--- src/rtl/tope_pkg.sv ---
// package: register map, field layout and types of the one-pulse / encoder timer
package tope_pkg;

  localparam int          TOPE_CNT_W         = 16;
  localparam int          TOPE_AW            = 8;

  // register byte offsets
  localparam logic [7:0]  TOPE_OFS_CTRL      = 8'h00;
  localparam logic [7:0]  TOPE_OFS_SLAVE     = 8'h04;
  localparam logic [7:0]  TOPE_OFS_CHAN      = 8'h08;
  localparam logic [7:0]  TOPE_OFS_COUNT     = 8'h0c;
  localparam logic [7:0]  TOPE_OFS_RELOAD    = 8'h10;
  localparam logic [7:0]  TOPE_OFS_COMPARE   = 8'h14;
  localparam logic [7:0]  TOPE_OFS_EVENT     = 8'h18;

  // control register fields
  localparam int          TOPE_CTRL_RUN      = 0;
  localparam int          TOPE_CTRL_SHOT     = 1;
  localparam int          TOPE_CTRL_DIR      = 2;
  localparam int          TOPE_CTRL_RLBE     = 3;
  // slave register fields
  localparam int          TOPE_SLV_SMS_LSB   = 0;
  localparam int          TOPE_SLV_TS_LSB    = 4;
  // channel register fields
  localparam int          TOPE_CH_MODE_LSB   = 0;
  localparam int          TOPE_CH_FAST       = 3;
  localparam int          TOPE_CH_CBE        = 4;
  localparam int          TOPE_CH_POLA       = 5;
  localparam int          TOPE_CH_POLB       = 6;
  localparam int          TOPE_CH_OUTPOL     = 7;
  // event register
  localparam int          TOPE_EV_UG         = 0;

  localparam logic [2:0]  TOPE_SMS_ENC_B     = 3'h1;
  localparam logic [2:0]  TOPE_SMS_ENC_A     = 3'h2;
  localparam logic [2:0]  TOPE_SMS_ENC_AB    = 3'h3;
  localparam logic [2:0]  TOPE_SMS_TRIGGER   = 3'h6;
  localparam logic [2:0]  TOPE_TS_FILT_B     = 3'h6;
  localparam logic [2:0]  TOPE_TS_FILT_A     = 3'h5;

  localparam logic [2:0]  TOPE_OCM_PWM1      = 3'h6;
  localparam logic [2:0]  TOPE_OCM_PWM2      = 3'h7;

  localparam logic [15:0] TOPE_RELOAD_RST    = 16'hffff;

  typedef enum logic [1:0] {
    TOPE_HTRANS_IDLE   = 2'b00,
    TOPE_HTRANS_BUSY   = 2'b01,
    TOPE_HTRANS_NONSEQ = 2'b10,
    TOPE_HTRANS_SEQ    = 2'b11
  } tope_htrans_e;

  typedef enum logic [0:0] {
    TOPE_BUS_ADDR = 1'b0,
    TOPE_BUS_DATA = 1'b1
  } tope_bus_e;

  typedef struct packed {
    logic        hsel;
    logic [7:0]  haddr;
    logic [1:0]  htrans;
    logic        hwrite;
    logic [2:0]  hsize;
    logic        hready;
    logic [31:0] hwdata;
  } tope_ahb_req_s;

  typedef struct packed {
    logic        hreadyout;
    logic        hresp;
    logic [31:0] hrdata;
  } tope_ahb_rsp_s;

endpackage : tope_pkg

--- src/rtl/tope_timer.sv ---
// one-pulse and encoder timer with an AHB-Lite register slave
//
// The register addresses and register access over AHB-Lite were left to the implementer.
`timescale 1ns/1ps

module tope_timer
  import tope_pkg::*;
#(
  parameter int CNT_W = TOPE_CNT_W
)(
  input  wire logic          clk_i,
  input  wire logic          rst_i,
  input  wire logic          ce_i,
  input  wire tope_ahb_req_s ahb_i,
  output tope_ahb_rsp_s      ahb_o,
  input  wire logic          quadrature_in_a_i,
  input  wire logic          quadrature_in_b_i,
  output logic               reference_waveform_o,
  output logic               channel_output_o,
  output logic               count_direction_bit_o
);

  // the register map and shadows are laid out for a 16-bit count only
  if (CNT_W != TOPE_CNT_W)
  begin : g_bad_width
    $error("tope_timer: only a 16-bit counter is supported");
  end

  ////////////////////////////////////////////////////////////////////////////
  typedef struct packed {
    logic [1:0]  sync_a;
    logic [1:0]  sync_b;
    logic        prev_a;
    logic        prev_b;
    logic        counter_run_bit;
    logic        single_shot_select;
    logic        count_direction_bit;
    logic        reload_buffer_enable;
    logic [2:0]  slave_mode_field;
    logic [2:0]  trigger_source_field;
    logic [2:0]  compare_mode_field;
    logic        fast_output_enable;
    logic        compare_buffer_enable;
    logic        polarity_in_a;
    logic        polarity_in_b;
    logic        out_polarity;
    logic [15:0] count_value;
    logic [15:0] reload_value;
    logic [15:0] reload_shadow;
    logic [15:0] compare_value;
    logic [15:0] compare_shadow;
    logic        reference_waveform;
    logic        channel_output;
    tope_bus_e   bus_phase;
    logic        bus_wr;
    logic [7:0]  bus_addr;
    logic        bus_ready;
    logic [31:0] rdata;
  } tope_state_s;

  tope_state_s st;
  tope_state_s next_st;

  logic        filt_a;
  logic        filt_b;
  logic        edge_a;
  logic        edge_b;
  logic        trig_edge;
  logic        trig_sel;
  logic        enc_mode;
  logic        enc_step;
  logic        enc_up;
  logic        tick;
  logic        at_wrap;
  logic        update_ev;
  logic        pwm_mode;
  logic [31:0] rd_mux;
  logic [31:0] wd;

  // polarity applied after the second sync stage only
  assign filt_a   = st.sync_a[1] ^ st.polarity_in_a;
  assign filt_b   = st.sync_b[1] ^ st.polarity_in_b;
  assign edge_a   = filt_a != st.prev_a;
  assign edge_b   = filt_b != st.prev_b;
  assign enc_mode = st.slave_mode_field inside {TOPE_SMS_ENC_B, TOPE_SMS_ENC_A,
                                                TOPE_SMS_ENC_AB};
  assign pwm_mode = st.compare_mode_field inside {TOPE_OCM_PWM1, TOPE_OCM_PWM2};

  // trigger input: filtered b (or a) rising edge
  always_comb
  begin
    trig_edge = 1'b0;
    if (st.trigger_source_field == TOPE_TS_FILT_B)
      trig_edge = edge_b & filt_b;
    else if (st.trigger_source_field == TOPE_TS_FILT_A)
      trig_edge = edge_a & filt_a;
  end
  assign trig_sel = (st.slave_mode_field == TOPE_SMS_TRIGGER) & trig_edge;

  // quadrature decode; simultaneous change is ignored as a glitch
  always_comb
  begin
    enc_step = 1'b0;
    enc_up   = 1'b0;
    if (edge_a & ~edge_b)
    begin
      enc_up   = filt_a ^ filt_b;
      enc_step = st.slave_mode_field != TOPE_SMS_ENC_B;
    end
    else if (edge_b & ~edge_a)
    begin
      enc_up   = ~(filt_a ^ filt_b);
      enc_step = st.slave_mode_field != TOPE_SMS_ENC_A;
    end
  end

  assign tick      = enc_mode ? (st.counter_run_bit & enc_step) : st.counter_run_bit;
  assign at_wrap   = (enc_mode ? enc_up : ~st.count_direction_bit)
                     ? (st.count_value == st.reload_shadow)
                     : (st.count_value == 16'h0000);
  assign update_ev = tick & at_wrap;

  ////////////////////////////////////////////////////////////////////////////
  always_comb
  begin
    case (st.bus_addr)
      TOPE_OFS_CTRL:    rd_mux = {28'h0000000, st.reload_buffer_enable,
                                  st.count_direction_bit, st.single_shot_select,
                                  st.counter_run_bit};
      TOPE_OFS_SLAVE:   rd_mux = {25'h0000000, st.trigger_source_field, 1'b0,
                                  st.slave_mode_field};
      TOPE_OFS_CHAN:    rd_mux = {24'h000000, st.out_polarity, st.polarity_in_b,
                                  st.polarity_in_a, st.compare_buffer_enable,
                                  st.fast_output_enable, st.compare_mode_field};
      TOPE_OFS_COUNT:   rd_mux = {16'h0000, st.count_value};
      TOPE_OFS_RELOAD:  rd_mux = {16'h0000, st.reload_value};
      TOPE_OFS_COMPARE: rd_mux = {16'h0000, st.compare_value};
      default:          rd_mux = 32'h00000000;
    endcase
  end

  assign wd = ahb_i.hwdata;

  always_comb
  begin
    next_st        = st;
    next_st.sync_a = {st.sync_a[0], quadrature_in_a_i};
    next_st.sync_b = {st.sync_b[0], quadrature_in_b_i};
    next_st.prev_a = filt_a;
    next_st.prev_b = filt_b;

    // counting; encoder wraps both ways inside zero..reload
    if (tick)
    begin
      if (enc_mode ? enc_up : ~st.count_direction_bit)
        next_st.count_value = at_wrap ? 16'h0000 : st.count_value + 16'h0001;
      else
        next_st.count_value = at_wrap ? st.reload_shadow : st.count_value - 16'h0001;
    end
    if (enc_mode & (edge_a ^ edge_b))
      next_st.count_direction_bit = ~enc_up;

    if (update_ev)
    begin
      next_st.reload_shadow  = st.reload_value;
      next_st.compare_shadow = st.compare_value;
      if (st.single_shot_select)
        next_st.counter_run_bit = 1'b0;
    end
    if (!st.reload_buffer_enable)
      next_st.reload_shadow = st.reload_value;
    if (!st.compare_buffer_enable)
      next_st.compare_shadow = st.compare_value;

    // trigger starts the counter
    if (trig_sel & ~enc_mode)
      next_st.counter_run_bit = 1'b1;

    // reference: pwm2 rises on match, falls at reload; pwm1 inverted
    if (pwm_mode)
    begin
      if (st.count_value == st.compare_shadow && st.count_value != st.reload_shadow)
        next_st.reference_waveform = st.compare_mode_field == TOPE_OCM_PWM2;
      else if (st.count_value == st.reload_shadow && tick)
        next_st.reference_waveform = st.compare_mode_field != TOPE_OCM_PWM2;
      if (trig_sel & st.fast_output_enable)
        next_st.reference_waveform = st.compare_mode_field == TOPE_OCM_PWM2;
    end

    // AHB-Lite slave, zero wait states on writes, one wait state on reads
    if (ahb_i.hready)
    begin
      next_st.bus_phase = (ahb_i.hsel & ahb_i.htrans[1]) ? TOPE_BUS_DATA : TOPE_BUS_ADDR;
      next_st.bus_wr    = ahb_i.hsel & ahb_i.htrans[1] & ahb_i.hwrite;
      next_st.bus_addr  = ahb_i.haddr;
    end
    if (st.bus_phase == TOPE_BUS_DATA && st.bus_wr)
    begin
      case (st.bus_addr)
        TOPE_OFS_CTRL:
        begin
          next_st.counter_run_bit      = wd[TOPE_CTRL_RUN];
          next_st.single_shot_select   = wd[TOPE_CTRL_SHOT];
          next_st.reload_buffer_enable = wd[TOPE_CTRL_RLBE];
          if (!enc_mode)
            next_st.count_direction_bit = wd[TOPE_CTRL_DIR];
        end
        TOPE_OFS_SLAVE:
        begin
          next_st.slave_mode_field     = wd[TOPE_SLV_SMS_LSB +: 3];
          next_st.trigger_source_field = wd[TOPE_SLV_TS_LSB +: 3];
        end
        TOPE_OFS_CHAN:
        begin
          next_st.compare_mode_field    = wd[TOPE_CH_MODE_LSB +: 3];
          next_st.fast_output_enable    = wd[TOPE_CH_FAST];
          next_st.compare_buffer_enable = wd[TOPE_CH_CBE];
          next_st.polarity_in_a         = wd[TOPE_CH_POLA];
          next_st.polarity_in_b         = wd[TOPE_CH_POLB];
          next_st.out_polarity          = wd[TOPE_CH_OUTPOL];
        end
        TOPE_OFS_COUNT:   next_st.count_value   = wd[15:0];
        TOPE_OFS_RELOAD:  next_st.reload_value  = wd[15:0];
        TOPE_OFS_COMPARE: next_st.compare_value = wd[15:0];
        TOPE_OFS_EVENT:
        begin
          // update generate: reinit counter and load shadows
          if (wd[TOPE_EV_UG])
          begin
            next_st.count_value    = 16'h0000;
            next_st.reload_shadow  = st.reload_value;
            next_st.compare_shadow = st.compare_value;
            // level compare at zero, so a stale reference cannot survive the reinit
            if (pwm_mode)
              next_st.reference_waveform = (st.compare_mode_field == TOPE_OCM_PWM2)
                                           == (st.compare_value == 16'h0000);
          end
        end
        default: ;
      endcase
    end
    // reads take one wait state: hrdata leaves a flop and sees a write just landed
    if (ahb_i.hready & ahb_i.hsel & ahb_i.htrans[1] & ~ahb_i.hwrite)
      next_st.bus_ready = 1'b0;
    if (st.bus_phase == TOPE_BUS_DATA && !st.bus_wr && !st.bus_ready)
    begin
      next_st.rdata     = rd_mux;
      next_st.bus_ready = 1'b1;
    end
    next_st.channel_output = next_st.reference_waveform ^ st.out_polarity;
  end

  always_ff @(posedge clk_i or posedge rst_i)
  begin
    if (rst_i)
    begin
      st              <= '0;
      st.reload_value <= TOPE_RELOAD_RST;
      st.reload_shadow <= TOPE_RELOAD_RST;
      st.bus_ready     <= 1'b1;
    end
    else if (ce_i)
      st <= next_st;
  end

  assign ahb_o.hreadyout = st.bus_ready;
  assign ahb_o.hresp     = 1'b0;
  assign ahb_o.hrdata    = st.rdata;

  assign reference_waveform_o  = st.reference_waveform;
  assign channel_output_o      = st.channel_output;
  assign count_direction_bit_o = st.count_direction_bit;

  ////////////////////////////////////////////////////////////////////////////
  AST_SHOT_STOP: assert property (@(posedge clk_i) disable iff (rst_i)
    ce_i && update_ev && st.single_shot_select && !trig_sel
    && !(st.bus_phase == TOPE_BUS_DATA && st.bus_wr) |=> !st.counter_run_bit)
    else $error("single shot did not stop at update");
  AST_TRIG_START: assert property (@(posedge clk_i) disable iff (rst_i)
    ce_i && trig_sel && !enc_mode && !(st.bus_phase == TOPE_BUS_DATA && st.bus_wr)
    |=> st.counter_run_bit)
    else $error("trigger did not start counter");
  AST_FAST_OUT: assert property (@(posedge clk_i) disable iff (rst_i)
    ce_i && trig_sel && st.fast_output_enable && st.compare_mode_field == TOPE_OCM_PWM2
    && !(st.bus_phase == TOPE_BUS_DATA && st.bus_wr)
    |=> reference_waveform_o)
    else $error("fast enable did not force reference");
  AST_FAST_GATED: assert property (@(posedge clk_i) disable iff (rst_i)
    ce_i && !pwm_mode |=> $stable(reference_waveform_o))
    else $error("reference moved outside pwm modes");
  AST_NO_DOUBLE: assert property (@(posedge clk_i) disable iff (rst_i)
    ce_i && enc_mode && edge_a && edge_b && !(st.bus_phase == TOPE_BUS_DATA && st.bus_wr)
    |=> $stable(count_direction_bit_o) && $stable(st.count_value))
    else $error("double edge changed encoder state");
  AST_ENC_RANGE: assert property (@(posedge clk_i) disable iff (rst_i)
    ce_i && enc_mode && tick && st.count_value <= st.reload_shadow
    && !(st.bus_phase == TOPE_BUS_DATA && st.bus_wr)
    |=> st.count_value <= $past(st.reload_shadow))
    else $error("encoder count left range");
  AST_ENC_ONLY_B: assert property (@(posedge clk_i) disable iff (rst_i)
    ce_i && st.slave_mode_field == TOPE_SMS_ENC_B && edge_a && !edge_b
    && !(st.bus_phase == TOPE_BUS_DATA && st.bus_wr) |=> $stable(st.count_value))
    else $error("a edge counted in b-only mode");
  AST_DIR_A: assert property (@(posedge clk_i) disable iff (rst_i)
    ce_i && enc_mode && edge_a && !edge_b && filt_a && filt_b |=> count_direction_bit_o)
    else $error("a rise with b high not down");
  AST_DIR_B: assert property (@(posedge clk_i) disable iff (rst_i)
    ce_i && enc_mode && edge_b && !edge_a && filt_a && filt_b |=> !count_direction_bit_o)
    else $error("b rise with a high not up");
  AST_OUT_POL: assert property (@(posedge clk_i) disable iff (rst_i)
    ce_i && !(st.bus_phase == TOPE_BUS_DATA && st.bus_wr)
    |=> channel_output_o == (reference_waveform_o ^ st.out_polarity))
    else $error("channel output not reference with polarity");

  COV_TRIG: cover property (@(posedge clk_i) disable iff (rst_i) ce_i && trig_sel);
  COV_SHOT: cover property (@(posedge clk_i) disable iff (rst_i)
    update_ev && st.single_shot_select);
  COV_ENC_UP: cover property (@(posedge clk_i) disable iff (rst_i) enc_mode && tick && enc_up);
  COV_ENC_DN: cover property (@(posedge clk_i) disable iff (rst_i) enc_mode && tick && !enc_up);
  COV_FAST: cover property (@(posedge clk_i) disable iff (rst_i)
    trig_sel && st.fast_output_enable && pwm_mode);

  AST_PULSE_END: assert property (@(posedge clk_i) disable iff (rst_i)
    ce_i && st.compare_mode_field == TOPE_OCM_PWM2 && tick
    && st.count_value == st.reload_shadow && !(trig_sel && st.fast_output_enable)
    && !(st.bus_phase == TOPE_BUS_DATA && st.bus_wr) |=> !reference_waveform_o)
    else $error("reference did not fall at reload");
  AST_READ_WAIT: assert property (@(posedge clk_i) disable iff (rst_i)
    ce_i && ahb_i.hready && ahb_i.hsel && ahb_i.htrans[1] && !ahb_i.hwrite
    |=> !ahb_o.hreadyout)
    else $error("read address phase not followed by a wait state");
  AST_READ_DONE: assert property (@(posedge clk_i) disable iff (rst_i)
    ce_i && !ahb_o.hreadyout |=> ahb_o.hreadyout)
    else $error("read wait state lasted more than one cycle");

endmodule // tope_timer

--- config.mk ---
export PLATFORM = sky130hd
export DESIGN_NAME = tope_timer
export DESIGN_NICKNAME = d
export VERILOG_FILES = /design/src/rtl/tope_pkg.sv /design/src/rtl/tope_timer.sv
export SDC_FILE = /design/constraint.sdc
export NUM_CORES = 1
export LEC_CHECK = 0
export BUFFER_PORTS_ARGS = -buffer_cell sky130_fd_sc_hd__buf_4
export CELL_PAD_IN_SITES_DETAIL_PLACEMENT = 1
export CELL_PAD_IN_SITES_GLOBAL_PLACEMENT = 1
export CORE_MARGIN = 3
export CORE_UTILIZATION = 50
export DETAILED_ROUTE_END_ITERATION = 12
export HOLD_SLACK_MARGIN = 0.15
export PLACE_DENSITY = 0.92
export SYNTH_ARGS = -nofsm -noshare
export SYNTH_HDL_FRONTEND = slang
export SYNTH_SLANG_ARGS = --single-unit
--- constraint.sdc ---
create_clock -name clk_i -period 6.3 [get_ports clk_i]
set_input_delay 0 -clock clk_i [delete_from_list [all_inputs] [get_ports clk_i]]
set_output_delay 0 -clock clk_i [all_outputs]
set_load 0.03 [all_outputs]
==> results.sh <==
export IMPL_die_x_um=131
export IMPL_ctsRootBufferMaster="clkbuf_16"
export IMPL_synth_compound_area_share_pct=14.6
export IMPL_antenna_found_initial=0
export IMPL_start_util_pct=52.3
export IMPL_hold_path_class="in2async"
export IMPL_core_um2=14900
export IMPL_fp_row_count=44
export IMPL_busiest_layer="met2"
export IMPL_grt_pass1_vias=7191
export IMPL_power_switching_w=0.000870
export IMPL_async_flop_share_pct=100
export IMPL_post_synth_top_area_cell="dfrtp_1"
export IMPL_finalCritPeriodShare_pct=61.6
export IMPL_grt_pass1_wl_um=42600
export IMPL_synth_edf_count=0
export IMPL_cts_max_path_buffers=2
export IMPL_hold_violations=0
export IMPL_end_kind="flip-flop"
export IMPL_final_core_util_pct=60.8
export IMPL_nNetsFinal=843
export IMPL_final_setup_tns_ns=0
export IMPL_ir_worst_vdd_mv=0.220
export IMPL_ys_ff_latch=133
export IMPL_cp_data_arrival_time_ns=4.17
export IMPL_grtUsageMet2_pct=57.2
export IMPL_holdWs_ns=0.228
export IMPL_seq_area_um2=3370
export IMPL_fill_cells=1537
export IMPL_use_met3_pct=6.75
export IMPL_wl_per_cell_um=28.1
export IMPL_ys_warn_count=0
export IMPL_synth_area_leaders="dfrtp_1 (32%), dfstp_2 (11%), mux2_2 (9.1%)"
export IMPL_p_leak_nw=4.21
export IMPL_drive_gt1_share_pct=27.9
export IMPL_port_buffers=52
export IMPL_relSlewSlack_pct=4.12
export IMPL_drtAntennaViolNets=0
export IMPL_combinationalPowerShare_pct=18.6
export IMPL_vias=6616
export IMPL_dr_pass1_iters=6
export IMPL_dp_hpwl_um=17300
export IMPL_p_sw_share_pct=31.8
export IMPL_critical_path_class="reg2reg"
export IMPL_tightest_slew_ns=1.43
export IMPL_required_ns=6.59
export IMPL_drc=0
export IMPL_period_minus_slack_ns=3.88
export IMPL_final_common_cell="dfrtp_1"
export IMPL_synth_top_area_share_pct=32.2
export IMPL_worstSetupStartpointType="flip-flop"
export IMPL_boundaryPins=90
export IMPL_clkPwrFrac_pct=42.0
export IMPL_multi_input_comb_area_um2=3950
export IMPL_synthXorXnorAreaFrac_pct=5.75
export IMPL_n_antenna_cell=0
export IMPL_cts_clk_slew_worst_paths_ns=0.06
export IMPL_cts_inserted_buffers=17
export IMPL_clkLatencyLatePin_ns=0.43
export IMPL_cts_tree="built"
export IMPL_power_frac_seq_pct=39.4
export IMPL_routed_wl_um=27600
export IMPL_synth_top_flop_cell="dfrtp_1"
export IMPL_synth_distinct_cells=75
export IMPL_seq_area_frac_synth_pct=43.4
export IMPL_status="complete, no violations"
export IMPL_synth_area_um2=7770
export IMPL_internal_power_w=0.00186
export IMPL_powerDensity_nw_per_um2=303
export IMPL_rsz0062_at_grt="false"
export IMPL_setup_viol=0
export IMPL_die_h_um=131
export IMPL_cp_max_fo=16
export IMPL_synthToLayoutAreaGrowth_pct=16.2
export IMPL_dieArea_um2=17100
export IMPL_synthAdderAreaFrac_pct=1.13
export IMPL_syn_inst=734
export IMPL_synth_mux_area_fraction_pct=15.2
export IMPL_drt_iter0_markers=601
export IMPL_place_gp_congestion=0.946
export IMPL_layout_common_cells="dfrtp_1 (100), mux2_2 (63), nand2_1 (56)"
export IMPL_grt_max_degree=86
export IMPL_htreeDepth=4
export IMPL_fmax_ghz=0.258
export IMPL_cts_sinks=133
export IMPL_grt_usage_pct=33.2
export IMPL_drv_slew=0
export IMPL_syn_area_per_cell_um2=10.6
export IMPL_cap_violations=0
export IMPL_via_per_inst=6.75
export IMPL_clock_skew_ns=0.00913
export IMPL_synth_top_family_by_area="multiplexers"
export IMPL_use_met1_pct=39.0
export IMPL_synthSimpleGateAreaFrac_pct=13.3
export IMPL_grt_remaining_overflow=0
-- area by class of cell --
cell class,count,share of cell area [%]
Sequential cell,133,37.3
Clock inverter,8,1.86
Inverter,16,0.693
Clock buffer,24,5.55
Multi-Input combinational cell,526,43.7
Tap cell,184,2.55
Timing Repair Buffer,89,8.34
-- stage by stage --
stage               worst slack (ns)  instances  instance area (µm²)  power (W)
floorplan                       2.80        750                 7830    0.00138
global placement                2.82        914                 8020    0.00150
detailed placement              2.59        914                 8020    0.00155
CTS                             2.46        980                 9030    0.00271
global route                    2.26        980                 9030    0.00281
finish                          2.42        980                 9030    0.00273
-- power groups by stage --
| stage | Sequential (W) | Clock (W) | Combinational (W) |
|---|---|---|---|
| 2_1_floorplan | 0.000956 | 0 | 0.000427 |
| 3_3_place_gp | 0.00107 | 0 | 0.000435 |
| 3_5_place_dp | 0.00108 | 0 | 0.000467 |
| 4_1_cts | 0.00107 | 0.00115 | 0.000497 |
| 5_1_grt | 0.00108 | 0.00118 | 0.000551 |
| 6_report | 0.00108 | 0.00115 | 0.000508 |
-- cells in the mapped netlist (3+ instances only) --
cell / n
a211o_1: 3
clkbuf_1: 21
o21ai_0: 22
and3_1: 7
a21o_1: 7
a221oi_1: 4
nand3_1: 14
mux2_4: 21
a211oi_1: 9
buf_2: 13
dfrtp_1: 100
mux2_2: 63
or3_1: 3
xor2_1: 42
buf_4: 34
buf_1: 3
a21oi_1: 34
mux2_1: 10
and2_1: 3
dfstp_2: 33
a222oi_1: 4
nor3_1: 11
nor3_4: 3
nor2_1: 35
buf_6: 4
a221o_1: 3
a22o_1: 12
nor3b_1: 7
inv_1: 16
nand4_1: 6
a22oi_1: 19
nor4_1: 20
xnor2_1: 9
o21ai_1: 15
nand2_1: 56
ha_1: 7
a31oi_1: 4
and4_1: 4
o21bai_1: 3
-- cells by family after synthesis --
kind of cell | Yosys count
mux | 97
buf+inv | 91
other cells | 1
simple gates | 192
compound gates | 162
flops | 133
xor+xnor | 51
fa+ha+maj | 7
-- critical path, stage by stage, from the launching register on --
cell and delay [ns]:
dfrtp_1 0.46, xnor2_1 0.33, inv_1 0.09, ha_1 0.31, inv_1 0.05, ha_1 0.24
nand2_1 0.08, o21ai_0 0.11, o21ai_1 0.60, or2_1 0.24, mux2i_4 0.12, o21ai_4 0.64
mux2_2 0.47
-- per-layer routing --
metal  share of wire, %  wire length [µm]
met1                 38             10400
met2                 50             13900
met3                6.9              1910
met4                5.2              1450
met5                  0                 0
-- sequential cells by signal, summed over array words and instances (netlist names) --
register / count
reference_waveform_o: 1
next_st: 2
count_direction_bit_o: 1
ahb_o: 17
channel_output_o: 1
st: 111
-- repair_timing --
action	4_1_cts	5_1_grt
buffers inserted	0	0
endpoints found under the hold margin	132	0
resized for setup	0	0
hold buffers	34	0
-- worst paths after layout --
| kind | startpoint | end | slack (ns) | cells after the start |
|---|---|---|---|---|
| worst max-delay path | st[127] | st[50] | 2.42 | 12 |
| worst min-delay path | rst_i | next_st[146] | 0.23 | 3 |
| worst max register to register | st[127] | st[50] | 2.42 | 12 |
| worst min register to register | ahb_o[5] | ahb_o[5] | 0.48 | 1 |
| max in group asynchronous | rst_i | st[74] | 4.54 | 4 |
| min in group clk_i | ahb_i[32] | st[42] | 0.24 | 3 |
Note: power is estimated with default switching activity, not from simulation.
